==> config.mk <==
export PLATFORM = sky130hd
export DESIGN_NAME = rotate_subtract_borrow_alu
export DESIGN_NICKNAME = d
export VERILOG_FILES = /design/src/rsb_alu_pkg.sv /design/src/byte_store.sv /design/src/rotate_subtract_borrow_alu.sv
export SDC_FILE = /design/constraint.sdc
export NUM_CORES = 2
export LEC_CHECK = 0
export BUFFER_PORTS_ARGS = -buffer_cell sky130_fd_sc_hd__buf_2
export CORE_MARGIN = 4
export CORE_UTILIZATION = 50
export DETAILED_ROUTE_END_ITERATION = 12
export PLACE_DENSITY = 0.68
export SYNTH_ARGS = -nofsm -noshare
export SYNTH_HDL_FRONTEND = slang
export SYNTH_HIERARCHICAL = 1
export SYNTH_SLANG_ARGS = --single-unit
==> constraint.sdc <==
create_clock -name aclk -period 13.6 [get_ports aclk]
set_input_delay 1.36 -clock aclk [delete_from_list [all_inputs] [get_ports aclk]]
set_output_delay 1.36 -clock aclk [all_outputs]
set_load 0.03 [all_outputs]
==> src/rsb_alu_pkg.sv <==
// Constants, register map and types of the rotate / subtract-with-borrow
// datapath. Assumes a single 200 MHz core clock and an AXI4-Lite host.
package rsb_alu_pkg;

    // ************************************************************
    // Widths
    // ************************************************************
    localparam int BYTE_W    = 8;
    localparam int BUS_AW    = 8;
    localparam int BUS_DW    = 32;
    localparam int MEM_AW    = 8;
    localparam int MEM_DEPTH = 256;
    localparam int OP_W      = 3;
    localparam int FLAGS_W   = 6;
    localparam int STATE_W   = 3;

    // ************************************************************
    // Register byte offsets
    // ************************************************************
    localparam logic [BUS_AW-1:0] CMD_OFS    = 8'h00;
    localparam logic [BUS_AW-1:0] ACC_OFS    = 8'h04;
    localparam logic [BUS_AW-1:0] FLAGS_OFS  = 8'h08;
    localparam logic [BUS_AW-1:0] STATUS_OFS = 8'h0c;
    localparam logic [BUS_AW-1:0] MADDR_OFS  = 8'h10;
    localparam logic [BUS_AW-1:0] MDATA_OFS  = 8'h14;

    // ************************************************************
    // Field positions
    // ************************************************************
    localparam int CMD_OP_LSB   = 0;
    localparam int CMD_ADDR_LSB = 8;
    localparam int FLAG_C       = 0;
    localparam int FLAG_AC      = 1;
    localparam int FLAG_Z       = 2;
    localparam int FLAG_OV      = 3;
    localparam int FLAG_SC      = 4;
    localparam int FLAG_CZ      = 5;
    localparam int STAT_BUSY    = 0;
    localparam int STAT_ERR     = 1;

    // ************************************************************
    // Reset values
    // ************************************************************
    localparam logic [BYTE_W-1:0]  ACC_RST   = 8'h00;
    localparam logic [FLAGS_W-1:0] FLAGS_RST = 6'h00;
    localparam logic [BYTE_W-1:0]  MADDR_RST = 8'h00;
    localparam logic [BUS_DW-1:0]  CMD_RST   = 32'h0000_0000;

    // ************************************************************
    // Operation codes
    // ************************************************************
    localparam logic [OP_W-1:0] OP_ROT_RIGHT_TO_ACC         = 3'h0;
    localparam logic [OP_W-1:0] OP_ROT_RIGHT_THRU_CARRY_MEM = 3'h1;
    localparam logic [OP_W-1:0] OP_ROT_RIGHT_THRU_CARRY_ACC = 3'h2;
    localparam logic [OP_W-1:0] OP_SUB_BORROW_TO_ACC        = 3'h3;
    localparam logic [OP_W-1:0] OP_SUB_BORROW_TO_MEM        = 3'h4;

    // ************************************************************
    // Bus responses and engine states
    // ************************************************************
    localparam logic [1:0] RESP_OKAY   = 2'h0;
    localparam logic [1:0] RESP_SLVERR = 2'h2;

    typedef enum logic [STATE_W-1:0] {
        ST_IDLE  = 3'h1,
        ST_FETCH = 3'h2,
        ST_EXEC  = 3'h4
    } eng_state_type;

endpackage

==> src/byte_store.sv <==
// Byte-wide data memory with a single port and registered read data.
// Assumes one access per cycle; the owner arbitrates between users.
`timescale 1ns/100ps
module byte_store
    import rsb_alu_pkg::*;
(
    // Clock and reset
    input  wire logic                aclk,
    input  wire logic                aresetn,
    // Access port
    input  wire logic                en,
    input  wire logic                we,
    input  wire logic [MEM_AW-1:0]   addr,
    input  wire logic [BYTE_W-1:0]   wdata,
    output logic      [BYTE_W-1:0]   rdata
);

    logic [BYTE_W-1:0] mem_reg [MEM_DEPTH];
    logic [BYTE_W-1:0] rdata_reg;
    logic [BYTE_W-1:0] rdata_next;

    assign rdata = rdata_reg;

    always_comb
    begin
        rdata_next = rdata_reg;
        if (en && !we)
        begin
            rdata_next = mem_reg[addr];
        end
    end

    // Array has no reset: contents are data, not control state
    always_ff @(posedge aclk)
    begin
        if (en && we)
        begin
            mem_reg[addr] <= wdata;
        end
    end

    always_ff @(posedge aclk)
    begin
        if (!aresetn)
        begin
            rdata_reg <= '0;
        end
        else
        begin
            rdata_reg <= rdata_next;
        end
    end

endmodule

==> src/rotate_subtract_borrow_alu.sv <==
// Rotate-right and subtract-with-borrow datapath with its accumulator,
// status flags and data memory, controlled over AXI4-Lite.
// Assumes the host follows AXI4-Lite handshakes; one clock, sync reset.
//
// The AXI4-Lite register port and the register offsets are this design's own decisions.
`timescale 1ns/100ps
module rotate_subtract_borrow_alu
    import rsb_alu_pkg::*;
(
    // Clock and reset
    input  wire logic                aclk,
    input  wire logic                aresetn,
    // Write address channel
    input  wire logic [BUS_AW-1:0]   s_axi_awaddr,
    input  wire logic                s_axi_awvalid,
    output logic                     s_axi_awready,
    // Write data channel
    input  wire logic [BUS_DW-1:0]   s_axi_wdata,
    input  wire logic [3:0]          s_axi_wstrb,
    input  wire logic                s_axi_wvalid,
    output logic                     s_axi_wready,
    // Write response channel
    output logic [1:0]               s_axi_bresp,
    output logic                     s_axi_bvalid,
    input  wire logic                s_axi_bready,
    // Read address channel
    input  wire logic [BUS_AW-1:0]   s_axi_araddr,
    input  wire logic                s_axi_arvalid,
    output logic                     s_axi_arready,
    // Read data channel
    output logic [BUS_DW-1:0]        s_axi_rdata,
    output logic [1:0]               s_axi_rresp,
    output logic                     s_axi_rvalid,
    input  wire logic                s_axi_rready
);

    // ************************************************************
    // Declarations
    // ************************************************************
    logic                 aw_held_reg,  aw_held_next;
    logic [BUS_AW-1:0]    awaddr_reg,   awaddr_next;
    logic                 w_held_reg,   w_held_next;
    logic [BUS_DW-1:0]    wdata_reg,    wdata_next;
    logic [3:0]           wstrb_reg,    wstrb_next;
    logic                 bvalid_reg,   bvalid_next;
    logic [1:0]           bresp_reg,    bresp_next;
    logic                 rvalid_reg,   rvalid_next;
    logic [1:0]           rresp_reg,    rresp_next;
    logic [BUS_DW-1:0]    rdata_reg,    rdata_next;
    logic                 rd_pend_reg,  rd_pend_next;

    eng_state_type        state_reg,    state_next;
    logic [BUS_DW-1:0]    cmd_reg,      cmd_next;
    logic [BYTE_W-1:0]    acc_reg,      acc_next;
    logic [FLAGS_W-1:0]   flags_reg,    flags_next;
    logic [BYTE_W-1:0]    maddr_reg,    maddr_next;
    logic                 err_reg,      err_next;

    logic                 eng_idle;
    logic                 do_write;
    logic                 do_read;
    logic                 wr_mapped;
    logic                 rd_mapped;
    logic [BUS_DW-1:0]    wr_merged;
    logic [BUS_DW-1:0]    rd_value;
    logic [OP_W-1:0]      op;
    logic [MEM_AW-1:0]    op_addr;

    logic                 mem_en;
    logic                 mem_we;
    logic [MEM_AW-1:0]    mem_addr;
    logic [BYTE_W-1:0]    mem_wdata;
    logic [BYTE_W-1:0]    mem_rdata;

    logic                 carry_in;
    logic                 borrow_in;
    logic [BYTE_W:0]      diff9;
    logic [4:0]           diff_lo;
    logic [BYTE_W-1:0]    diff;
    logic                 sub_ov;
    logic                 sub_z;
    logic [FLAGS_W-1:0]   sub_flags;

    // Merge write data into the old word, lane by lane
    function automatic logic [BUS_DW-1:0] merge_strb(
        input logic [BUS_DW-1:0] old_word,
        input logic [BUS_DW-1:0] new_word,
        input logic [3:0]        strb
    );
        logic [BUS_DW-1:0] res;
        res = old_word;
        for (int i = 0; i < 4; i++)
        begin
            if (strb[i])
            begin
                res[i*8 +: 8] = new_word[i*8 +: 8];
            end
        end
        return res;
    endfunction

    // ************************************************************
    // Bus handshakes
    // ************************************************************
    assign eng_idle = (state_reg == ST_IDLE);
    // Registers change only while the engine rests, so software never
    // races an instruction that is half done
    assign do_write = aw_held_reg && w_held_reg && !bvalid_reg && eng_idle;
    // A read waits behind a pending write: the memory has one port
    assign s_axi_awready = !aw_held_reg && !bvalid_reg;
    assign s_axi_wready  = !w_held_reg && !bvalid_reg;
    assign s_axi_arready = !rvalid_reg && !rd_pend_reg && eng_idle
                           && !(aw_held_reg && w_held_reg);
    assign do_read  = s_axi_arvalid && s_axi_arready;

    assign s_axi_bvalid = bvalid_reg;
    assign s_axi_bresp  = bresp_reg;
    assign s_axi_rvalid = rvalid_reg;
    assign s_axi_rresp  = rresp_reg;
    assign s_axi_rdata  = rdata_reg;

    assign wr_mapped = (awaddr_reg == CMD_OFS)   ||
                       (awaddr_reg == ACC_OFS)   ||
                       (awaddr_reg == FLAGS_OFS) ||
                       (awaddr_reg == MADDR_OFS) ||
                       (awaddr_reg == MDATA_OFS);
    assign rd_mapped = wr_mapped_rd(s_axi_araddr);

    function automatic logic wr_mapped_rd(input logic [BUS_AW-1:0] a);
        return (a == CMD_OFS) || (a == ACC_OFS) || (a == FLAGS_OFS) ||
               (a == STATUS_OFS) || (a == MADDR_OFS) || (a == MDATA_OFS);
    endfunction

    always_comb
    begin
        rd_value = '0;
        unique case (s_axi_araddr)
            CMD_OFS:    rd_value = cmd_reg;
            ACC_OFS:    rd_value[BYTE_W-1:0] = acc_reg;
            FLAGS_OFS:  rd_value[FLAGS_W-1:0] = flags_reg;
            STATUS_OFS:
            begin
                rd_value[STAT_BUSY] = !eng_idle;
                rd_value[STAT_ERR]  = err_reg;
            end
            MADDR_OFS:  rd_value[BYTE_W-1:0] = maddr_reg;
            default:    rd_value = '0;
        endcase
    end

    always_comb
    begin
        aw_held_next = aw_held_reg;
        awaddr_next  = awaddr_reg;
        w_held_next  = w_held_reg;
        wdata_next   = wdata_reg;
        wstrb_next   = wstrb_reg;
        bvalid_next  = bvalid_reg;
        bresp_next   = bresp_reg;
        rvalid_next  = rvalid_reg;
        rresp_next   = rresp_reg;
        rdata_next   = rdata_reg;
        rd_pend_next = 1'b0;
        if (s_axi_awvalid && s_axi_awready)
        begin
            aw_held_next = 1'b1;
            awaddr_next  = s_axi_awaddr;
        end
        if (s_axi_wvalid && s_axi_wready)
        begin
            w_held_next = 1'b1;
            wdata_next  = s_axi_wdata;
            wstrb_next  = s_axi_wstrb;
        end
        if (do_write)
        begin
            aw_held_next = 1'b0;
            w_held_next  = 1'b0;
            bvalid_next  = 1'b1;
            bresp_next   = wr_mapped ? RESP_OKAY : RESP_SLVERR;
        end
        else if (bvalid_reg && s_axi_bready)
        begin
            bvalid_next = 1'b0;
        end
        if (do_read)
        begin
            rresp_next = rd_mapped ? RESP_OKAY : RESP_SLVERR;
            rdata_next = rd_value;
            if (s_axi_araddr == MDATA_OFS)
            begin
                // Memory read data come one cycle later
                rd_pend_next = 1'b1;
            end
            else
            begin
                rvalid_next = 1'b1;
            end
        end
        else if (rd_pend_reg)
        begin
            rvalid_next = 1'b1;
            rdata_next  = {{(BUS_DW-BYTE_W){1'b0}}, mem_rdata};
        end
        else if (rvalid_reg && s_axi_rready)
        begin
            rvalid_next = 1'b0;
        end
    end

    always_ff @(posedge aclk)
    begin
        if (!aresetn)
        begin
            aw_held_reg <= 1'b0;
            awaddr_reg  <= '0;
            w_held_reg  <= 1'b0;
            wdata_reg   <= '0;
            wstrb_reg   <= '0;
            bvalid_reg  <= 1'b0;
            bresp_reg   <= RESP_OKAY;
            rvalid_reg  <= 1'b0;
            rresp_reg   <= RESP_OKAY;
            rdata_reg   <= '0;
            rd_pend_reg <= 1'b0;
        end
        else
        begin
            aw_held_reg <= aw_held_next;
            awaddr_reg  <= awaddr_next;
            w_held_reg  <= w_held_next;
            wdata_reg   <= wdata_next;
            wstrb_reg   <= wstrb_next;
            bvalid_reg  <= bvalid_next;
            bresp_reg   <= bresp_next;
            rvalid_reg  <= rvalid_next;
            rresp_reg   <= rresp_next;
            rdata_reg   <= rdata_next;
            rd_pend_reg <= rd_pend_next;
        end
    end

    // ************************************************************
    // Datapath
    // ************************************************************
    assign op        = cmd_reg[CMD_OP_LSB +: OP_W];
    assign op_addr   = cmd_reg[CMD_ADDR_LSB +: MEM_AW];
    assign carry_in  = flags_reg[FLAG_C];
    assign borrow_in = !carry_in;
    // Accumulator minus memory minus inverted carry, ninth bit = borrow
    assign diff9   = {1'b0, acc_reg} - {1'b0, mem_rdata}
                     - {{BYTE_W{1'b0}}, borrow_in};
    assign diff_lo = {1'b0, acc_reg[3:0]} - {1'b0, mem_rdata[3:0]}
                     - {4'h0, borrow_in};
    assign diff    = diff9[BYTE_W-1:0];
    assign sub_ov  = (acc_reg[7] ^ mem_rdata[7]) & (acc_reg[7] ^ diff[7]);
    assign sub_z   = (diff == 8'h00);

    always_comb
    begin
        sub_flags          = flags_reg;
        sub_flags[FLAG_C]  = !diff9[BYTE_W];
        sub_flags[FLAG_AC] = !diff_lo[4];
        sub_flags[FLAG_Z]  = sub_z;
        sub_flags[FLAG_OV] = sub_ov;
        sub_flags[FLAG_SC] = sub_ov ^ diff[7];
        // Chained zero holds only while every chained byte was zero
        sub_flags[FLAG_CZ] = sub_z & flags_reg[FLAG_CZ];
    end

    // ************************************************************
    // Memory port: engine while busy, software while idle
    // ************************************************************
    always_comb
    begin
        mem_en    = 1'b0;
        mem_we    = 1'b0;
        mem_addr  = maddr_reg;
        mem_wdata = wdata_reg[BYTE_W-1:0];
        unique case (state_reg)
            ST_IDLE:
            begin
                if (do_write && awaddr_reg == MDATA_OFS && wstrb_reg[0])
                begin
                    mem_en = 1'b1;
                    mem_we = 1'b1;
                end
                else if (do_read && s_axi_araddr == MDATA_OFS)
                begin
                    mem_en = 1'b1;
                end
            end
            ST_FETCH:
            begin
                mem_en   = 1'b1;
                mem_addr = op_addr;
            end
            ST_EXEC:
            begin
                mem_addr = op_addr;
                if (op == OP_ROT_RIGHT_THRU_CARRY_MEM)
                begin
                    mem_en    = 1'b1;
                    mem_we    = 1'b1;
                    mem_wdata = {carry_in, mem_rdata[7:1]};
                end
                else if (op == OP_SUB_BORROW_TO_MEM)
                begin
                    mem_en    = 1'b1;
                    mem_we    = 1'b1;
                    mem_wdata = diff;
                end
            end
        endcase
    end

    byte_store u_store (
        .aclk    (aclk),
        .aresetn (aresetn),
        .en      (mem_en),
        .we      (mem_we),
        .addr    (mem_addr),
        .wdata   (mem_wdata),
        .rdata   (mem_rdata)
    );

    // ************************************************************
    // Engine and architectural registers
    // ************************************************************
    always_comb
    begin
        state_next = state_reg;
        cmd_next   = cmd_reg;
        acc_next   = acc_reg;
        flags_next = flags_reg;
        maddr_next = maddr_reg;
        err_next   = err_reg;
        wr_merged  = '0;
        unique case (state_reg)
            ST_IDLE:
            begin
                if (do_write)
                begin
                    unique case (awaddr_reg)
                        CMD_OFS:
                        begin
                            wr_merged = merge_strb(cmd_reg, wdata_reg,
                                                   wstrb_reg);
                            cmd_next  = wr_merged;
                            // Unknown codes are stored in cmd_reg but not run, and flagged
                            if (wr_merged[CMD_OP_LSB +: OP_W]
                                > OP_SUB_BORROW_TO_MEM)
                            begin
                                err_next = 1'b1;
                            end
                            else
                            begin
                                err_next   = 1'b0;
                                state_next = ST_FETCH;
                            end
                        end
                        ACC_OFS:
                        begin
                            if (wstrb_reg[0])
                            begin
                                acc_next = wdata_reg[BYTE_W-1:0];
                            end
                        end
                        FLAGS_OFS:
                        begin
                            if (wstrb_reg[0])
                            begin
                                flags_next = wdata_reg[FLAGS_W-1:0];
                            end
                        end
                        MADDR_OFS:
                        begin
                            if (wstrb_reg[0])
                            begin
                                maddr_next = wdata_reg[BYTE_W-1:0];
                            end
                        end
                        default:
                        begin
                            acc_next = acc_reg;
                        end
                    endcase
                end
            end
            ST_FETCH:
            begin
                state_next = ST_EXEC;
            end
            ST_EXEC:
            begin
                state_next = ST_IDLE;
                unique case (op)
                    OP_ROT_RIGHT_TO_ACC:
                    begin
                        acc_next = {mem_rdata[0], mem_rdata[7:1]};
                    end
                    OP_ROT_RIGHT_THRU_CARRY_MEM:
                    begin
                        flags_next[FLAG_C] = mem_rdata[0];
                    end
                    OP_ROT_RIGHT_THRU_CARRY_ACC:
                    begin
                        acc_next = {carry_in, mem_rdata[7:1]};
                        flags_next[FLAG_C] = mem_rdata[0];
                    end
                    OP_SUB_BORROW_TO_ACC:
                    begin
                        acc_next   = diff;
                        flags_next = sub_flags;
                    end
                    OP_SUB_BORROW_TO_MEM:
                    begin
                        flags_next = sub_flags;
                    end
                    default:
                    begin
                        acc_next = acc_reg;
                    end
                endcase
            end
        endcase
    end

    always_ff @(posedge aclk)
    begin
        if (!aresetn)
        begin
            state_reg <= ST_IDLE;
            cmd_reg   <= CMD_RST;
            acc_reg   <= ACC_RST;
            flags_reg <= FLAGS_RST;
            maddr_reg <= MADDR_RST;
            err_reg   <= 1'b0;
        end
        else
        begin
            state_reg <= state_next;
            cmd_reg   <= cmd_next;
            acc_reg   <= acc_next;
            flags_reg <= flags_next;
            maddr_reg <= maddr_next;
            err_reg   <= err_next;
        end
    end

endmodule

### Word level (Yosys, flattened, before mapping)

Memory sizes are Yosys's and may differ from the RTL's. A register that Yosys moved wholly into a read port is not among the register bits.
Index checks and enable logic that the tools add are counted.

| operators by class | value |
|---|---|
| add/subtract/negate cells | 4 |
| magnitude comparators | 1 |
| eq/ne operators | 27 |
| multiplexer cells | 48 |
| bitwise operators | 6 |
| reduce and logical (&&, ||, !) cells | 63 |

Operators with widths:

| kind | count |
|---|---|
| 2-to-1 mux 8 bit | 11 |
| 2-to-1 mux 32 bit | 2 |
| == test 8 x 5 -> 1 bit (second input constant) | 4 |
| == test 8 x 4 -> 1 bit (second input constant) | 3 |
| logical NOT 8 bit | 3 |
| 2-to-1 mux 24 bit | 1 |
| one-hot mux 8 bit (3 select lines) | 1 |
| AND reduction 4 bit | 5 |
| logical AND 1 bit | 18 |
| 2-to-1 mux 6 bit | 3 |
| == test 8 x 3 -> 1 bit (second input constant) | 2 |
| one-hot mux 4 bit (4 select lines) | 1 |
| one-hot mux 8 bit (2 select lines) | 1 |
| 2-to-1 mux 1 bit | 15 |
| AND reduction 5 bit | 3 |
| logical NOT 1 bit | 12 |
| one-hot mux 6 bit (2 select lines) | 1 |
| one-hot mux 2 bit (5 select lines) | 1 |
| == test 3 x 2 -> 1 bit (second input constant) | 3 |
| logical OR 1 bit | 9 |
| 2-to-1 mux 3 bit | 3 |
| one-hot mux 3 bit (3 select lines) | 1 |
| subtractor 8 x 8 -> 9 bit | 1 |
| subtractor 9 x 1 -> 9 bit | 1 |
| 24 further kinds | 44 |

| storage, ports and cells | value |
|---|---|
| bits in registers | 143 |
| RAM bits | 2048 |
| input port bits | 59 |
| output and inout port bits | 41 |
| word-level logic and storage cells | 172 |
| memories kept | 1 |

Memory list:

| name | words | bits a word | rd ports | clocked after memory_dff | write ports | line | RTL |
|---|---|---|---|---|---|---|---|
| u_store.mem_reg | 256 | 8 | 1 | 1 | 1 | byte_store.sv:18 | `logic [BYTE_W-1:0] mem_reg [MEM_DEPTH];` |

### Longest topological paths before layout

| depth | value |
|---|---|
| depth after elaboration | 12 |
| gate-level depth with buffers | 16 |
| depth with buffers taken out | 10 |

### By module

The synthesis kept the hierarchy.

By module, submodules not included:

| module | instances | cells an instance | area an instance (µm²) | sequential area each (µm²) |
|---|---|---|---|---|
| byte_store | 1 | 3728 | 79919.1 | 61659.1 |
| rotate_subtract_borrow_alu | 1 | 819 | 6492.5 | 2822.7 |

### Least setup slack after synthesis

Ideal clock, no wire load.

| timing | value |
|---|---|
| kind | register to register |
| from | reg flags_reg[0] |
| to | mem u_store.mem_reg[0][6], data pin |
| setup time | 2.188 ns |
| data arrival time | 11.886 ns |
| data required time | 11.412 ns |
| slack | -0.474 ns |
| cell stages (with the launch flop) | 11 |
| path buffers | 0 |
| period minus slack after synthesis | 14.074 ns |
| cell sequence | dfxtp_1 -> inv_1 -> fa_1 -> inv_1 -> fa_1 -> nand2b_1 -> a2111oi_2 -> nor3_1 -> xor2_1 -> a22oi_1 -> o21ai_0 |

| on the way | value |
|---|---|
| word-level cells in the longest chain between the ends | 5 |

RTL lines:

| what | line | RTL |
|---|---|---|
| from (decl) | rotate_subtract_borrow_alu.sv:55 | `logic [FLAGS_W-1:0] flags_reg, flags_next;` |
| from (signal assigned) | rotate_subtract_borrow_alu.sv:445 | `flags_reg <= flags_next;` |
| logical NOT 1 bit | rotate_subtract_borrow_alu.sv:249 | `assign borrow_in = !carry_in;` |
| subtractor 9 x 1 -> 9 bit | rotate_subtract_borrow_alu.sv:252 | `- {{BYTE_W{1'b0}}, borrow_in};` |
| 2-to-1 mux 8 bit | rotate_subtract_borrow_alu.sv:307 | `else if (op == OP_SUB_BORROW_TO_MEM)` |
| 2-to-1 mux 8 bit | rotate_subtract_borrow_alu.sv:301 | `if (op == OP_ROT_RIGHT_THRU_CARRY_MEM)` |
| 2-to-1 mux 8 bit | rotate_subtract_borrow_alu.sv:280 | `unique case (state_reg)` |
| net mem_wdata[6] | rotate_subtract_borrow_alu.sv:72 | `logic [BYTE_W-1:0] mem_wdata;` |
| to (decl) | byte_store.sv:18 |  |

The timed path passes the listed nets, and every way through them passes these cells.

### Worst setup path in the final report

| timing | value |
|---|---|
| from | reg state_reg[2] |
| to | reg u_store.rdata_reg[3], in the netlist u_store/rdata[3], read port of u_store.mem_reg |

| on the way | value |
|---|---|
| elaborated cells between the ends (all ways) | 19 |
| those cells by class | eq/ne: 3; mux: 6; reduce/logical: 10 |

RTL lines:

| what | line | RTL |
|---|---|---|
| from (decl) | rotate_subtract_borrow_alu.sv:52 | `eng_state_type state_reg, state_next;` |
| from (signal assigned) | rotate_subtract_borrow_alu.sv:442 | `state_reg <= state_next;` |
| == test 3 bit or == test 3 x 2 -> 1 bit (tied branches) | rotate_subtract_borrow_alu.sv:280 |  |
| OR reduction 2 bit (no source line) (*) | n/a |  |
| 2-to-1 mux 8 bit (*) | rotate_subtract_borrow_alu.sv:280 |  |
| net mem_addr[1] | rotate_subtract_borrow_alu.sv:71 | `logic [MEM_AW-1:0] mem_addr;` |
| to (decl) | byte_store.sv:19 | `logic [BYTE_W-1:0] rdata_reg;` |

The timed path passes the listed nets; every way through them passes the cells marked *.
A chain may end at the register's enable or synchronous reset.

==> results list <==
- In the finished design, the share of the clock period the worst path needs comes to 0.4517.
- VDD IR-drop max: 0.0001342 V
- MaxCap Viol Count: 1
* Fin. max-slew vios: 12
* Num rows: 152
- Measured against its own limit, the worst slew margin works out to -0.01077.
- Final critical path time including I/O delays and setup: 6.144 ns
- Worst-path cell chain: xnor2_1 > nor2_1 > mux2_8 > buf_12 > buf_4 > and2_1 > a22oi_1 > a22oi_1 > a21oi_1 > nor3_1 > o221a_1 > a31oi_1
* Starting DRT DRC Count: 6,440
- Sequential fraction of the synthesis area: 0.7462
* Detailed-router iteration count before antenna repair: 6
- The die covers 0.1795 mm2.
* Number of buffer and inverter instances along the worst setup path: 2
- Buffers inserted during clock tree synthesis total 213.
* FF-to-FF path depth: 12
* Instance count of the mapped netlist: 4,547
- The startpoint identified for the worst register-to-register timing path is state_reg[2].
* Cells taking the most area after synthesis: edfxtp_1, mux4_2, dfxtp_1
- Cell Area, Placed: 0.08934 mm2
- Setup bufs post-CTS: 0
* Crit path capture type: register
- The biggest area contributor in the post-synthesis netlist is edfxtp_1.
* CTS tree: done
- The final hold violation count is 0.
- The share of total power dissipated in combinational logic is 0.024.
- Effective utilization at floorplan: 0.5032
* Endpoint of the lowest-slack register-to-register path: u_store/rdata[3]
- 100 I/O pins were placed.
- In this run, post-CTS hold repair placed 0 buffers.
* Power density over the cells: 141.2 mW/mm2
- Total track usage: 0.2475
* Area added between synthesis and finish: 11.48%
- For the pin with the worst max-slew slack, the measured transition is 1.513 ns.
- The share of total power dissipated in sequential elements is 0.548.
- The cell family contributing the most delay on the critical path is simple AND/OR/NAND/NOR gates.
* Setup slack, reg-to-reg: 7.46 ns
- Setup violations, final: 0
* Number of flip-flops in the largest register: 2,048
- After filler insertion, the fill cell instance count of the layout stands at 12,690.
- Outcome: finished, violations left
- Deepest clock path buffer count: 3
- Largest net degree at the start of global routing: 197
- Top flip-flop cell by instance count after synthesis: edfxtp_1
- CP max FO: 118
* Wire length of the first global-routing pass: 323.0 mm
- For this run, design rule violations remaining after detail routing come to 0.
* Chip Width: 423.7 um
- The checks that failed: capacitance limit, slew limit.
* Leakage dissipation: 29.52 nW
* Sequential Area: 0.06448 mm2
- The number of antenna violations at the first check in global routing is 7.
- Summed negative setup slack over all endpoints: 0 ns
- Yosys Warn Count: 6
- Data on the critical path is required at its endpoint by 14.34 ns.
- Gates resized during post-CTS repair numbered 0.
- Num Clock Sinks: 2,197
- WP depth: 12
- Worst setup path end: u_store/rdata[3]
- The largest single stage delay on the critical path is 0.99 ns.
* Port bufs: 97
- Area of the multi-input gates: 0.02057 mm2
- The routed layout has 45,450 vias.
- In the final routed layout, each cell accounts on average for 30.91 um.
- Summed over all nets, the half-perimeter wirelength after detailed placement is 134.6 mm.
- Yosys top cell area share: 0.7117
* Count of flip-flops with a built-in enable after synthesis: 2,048
- Mean instance size in the synthesized netlist: 19.00 um2
- Maximum clock rate: 162.8 MHz
- Vias in the first global route: 44,740
* Share of post-route cells with drive strength above 1: 0.2219
- Final weighted congestion of routability-driven global placement: 0.8407
* Worst setup path startpoint: state_reg[2]
- Reported net switching power: 2.793 mW
- Post-layout util: 0.5609
* Clock latency reported for the late side of the worst-skew pair: 0.87 ns
- Flops & latches, synth: 2,197
- Clock network fraction of design power: 0.428
* Total chip power: 13.60 mW
- Synth cell types: 82
* Total wirelength of the detailed-routed design: 221.8 mm
- After clock tree synthesis, the clock-pin slew on the worst setup and hold paths is 0.06 ns.
- Worst setup SP type: register
- The core region is 0.1717 mm2.
- The largest individual stage delay along the critical path comes from the cell and2_1.
- Data on the critical path arrives at its endpoint at 6.88 ns.
- Die height: 423.7 um
- Design internal power: 10.81 mW
- Nets: 4,751
- The cell that appears most often on the critical path is a22oi_1.
* Cell area after layout: 0.09633 mm2
* Async SR Flop Fraction: 0
- Summed over all layers, the global routing overflow is 0.
- Using the TritonRoute via totals, the vias-per-cell ratio works out to 6.335.
- Antenna-violating nets left: 0
* Maximum level of the CTS H-tree: 4
* Unrepaired setup endpoints after global routing: no
- The path class of the tightest hold or removal check is reg2reg.
- On the final layout, the worst clock skew is 0.05696 ns.
- Summing every instance area after synthesis gives 0.08641 mm2.
- Clock tree synthesis selected as its root buffer the cell clkbuf_16.
* Worst Setup Path Type: reg2reg
- Share of total power consumed by net switching: 0.2053
-- power groups by stage --
| stage | combinational (mW) | sequential (mW) | clock, mW |
|---|---|---|---|
| after floorplan | 0.166 | 7.65 | 0 |
| final | 0.326 | 7.45 | 5.82 |
| after global routing | 0.352 | 7.45 | 6.23 |
| after global placement | 0.318 | 7.60 | 0 |
| after CTS | 0.326 | 7.45 | 5.91 |
| after detailed placement | 0.326 | 7.60 | 0 |
-- routing by layer --
layer,wire length [um],track usage,vias up
met3,21600,0.05227,408
met2,105300,0.3849,2497
met4,8044,0.08667,2
met1,86790,0.3518,23840
li1,-,-,18700
met5,13,0,-
-- layout make-up --
| class | instances | share of cell area |
|---|---|---|
| timing repair buffer | 190 | 0.01346 |
| tap | 2310 | 0.03000 |
| sequential | 2197 | 0.6694 |
| clock buffer | 264 | 0.05849 |
| multi-input combinational | 2044 | 0.2135 |
| antenna | 10 | 0.0002598 |
| clock inverter | 129 | 0.01368 |
| inverter | 30 | 0.001208 |
-- per-stage QoR --
| step | hold WS (ns) | worst slack, ns | std cells |
|---|---|---|---|
| after floorplan | 0.4312 | 3.590 | 4548 |
| after global placement | 0.4369 | 7.398 | 6770 |
| after detailed placement | 0.4461 | 7.329 | 6770 |
| after CTS | 0.4529 | 7.384 | 7163 |
| after global routing | 0.4678 | 7.095 | 7166 |
| final | 0.4525 | 7.456 | 7174 |
-- worst reg2reg max path, cell delays in order (launching register included) --
cell	delay, ns
dfxtp_1	0.41
xnor2_1	0.10
nor2_1	0.66
mux2_8	0.55
buf_12	0.54
buf_4	0.71
and2_1	1.05
a22oi_1	0.29
a22oi_1	0.25
a21oi_1	0.09
nor3_1	0.94
o221a_1	0.35
a31oi_1	0.08
-- cell usage in the layout, fill, tap and decap left out, drive strengths merged, types with 55 or more instances in the layout --
cell type,netlist,final
a21oi,128,128
a22oi,82,82
buf,143,189
clkbuf,134,265
clkinv,0,102
dfxtp,149,149
edfxtp,2048,2048
mux2i,149,149
mux4,507,507
nand2,341,341
nor2,332,332
o21ai,55,55
-- how the worst min path moves through the flow --
stage	from	end	slack, ns	cells after the start
global route	cmd_reg[23]	cmd_reg[23]	0.47	2
CTS	cmd_reg[3]	cmd_reg[3]	0.45	2
global placement	cmd_reg[6]	cmd_reg[6]	0.44	2
finish	cmd_reg[23]	cmd_reg[23]	0.45	2
floorplan	cmd_reg[6]	cmd_reg[6]	0.43	2
detailed placement	cmd_reg[3]	cmd_reg[3]	0.45	2
-- cell usage after synthesis (9+ instances only) --
| master | n |
|---|---|
| dfxtp_1 | 149 |
| a221oi_1 | 9 |
| mux2i_1 | 149 |
| buf_1 | 18 |
| buf_2 | 59 |
| a2111oi_0 | 9 |
| nor2_1 | 330 |
| ha_1 | 14 |
| and2_1 | 17 |
| nor2b_1 | 23 |
| nand2_1 | 341 |
| inv_1 | 30 |
| a211oi_1 | 18 |
| a22oi_1 | 82 |
| edfxtp_1 | 2048 |
| o21ai_0 | 55 |
| nor3_1 | 45 |
| o22ai_1 | 47 |
| buf_6 | 32 |
| and3_1 | 18 |
| clkbuf_1 | 134 |
| nand4_1 | 14 |
| nand3_1 | 52 |
| mux4_2 | 507 |
| a21oi_1 | 127 |
| nand2b_1 | 13 |
| mux2_2 | 20 |
| buf_4 | 33 |
| a32oi_1 | 23 |
-- kinds of logic after synthesis --
family          share of synthesized area
simple gates                      0.04418
flops                              0.7462
fa+ha+maj                        0.002491
mux                                0.1520
buf+inv                           0.01853
other cells                    0.00004340
compound gates                    0.03542
xor+xnor                         0.001115
Note: power is estimated with default switching activity, not from simulation.
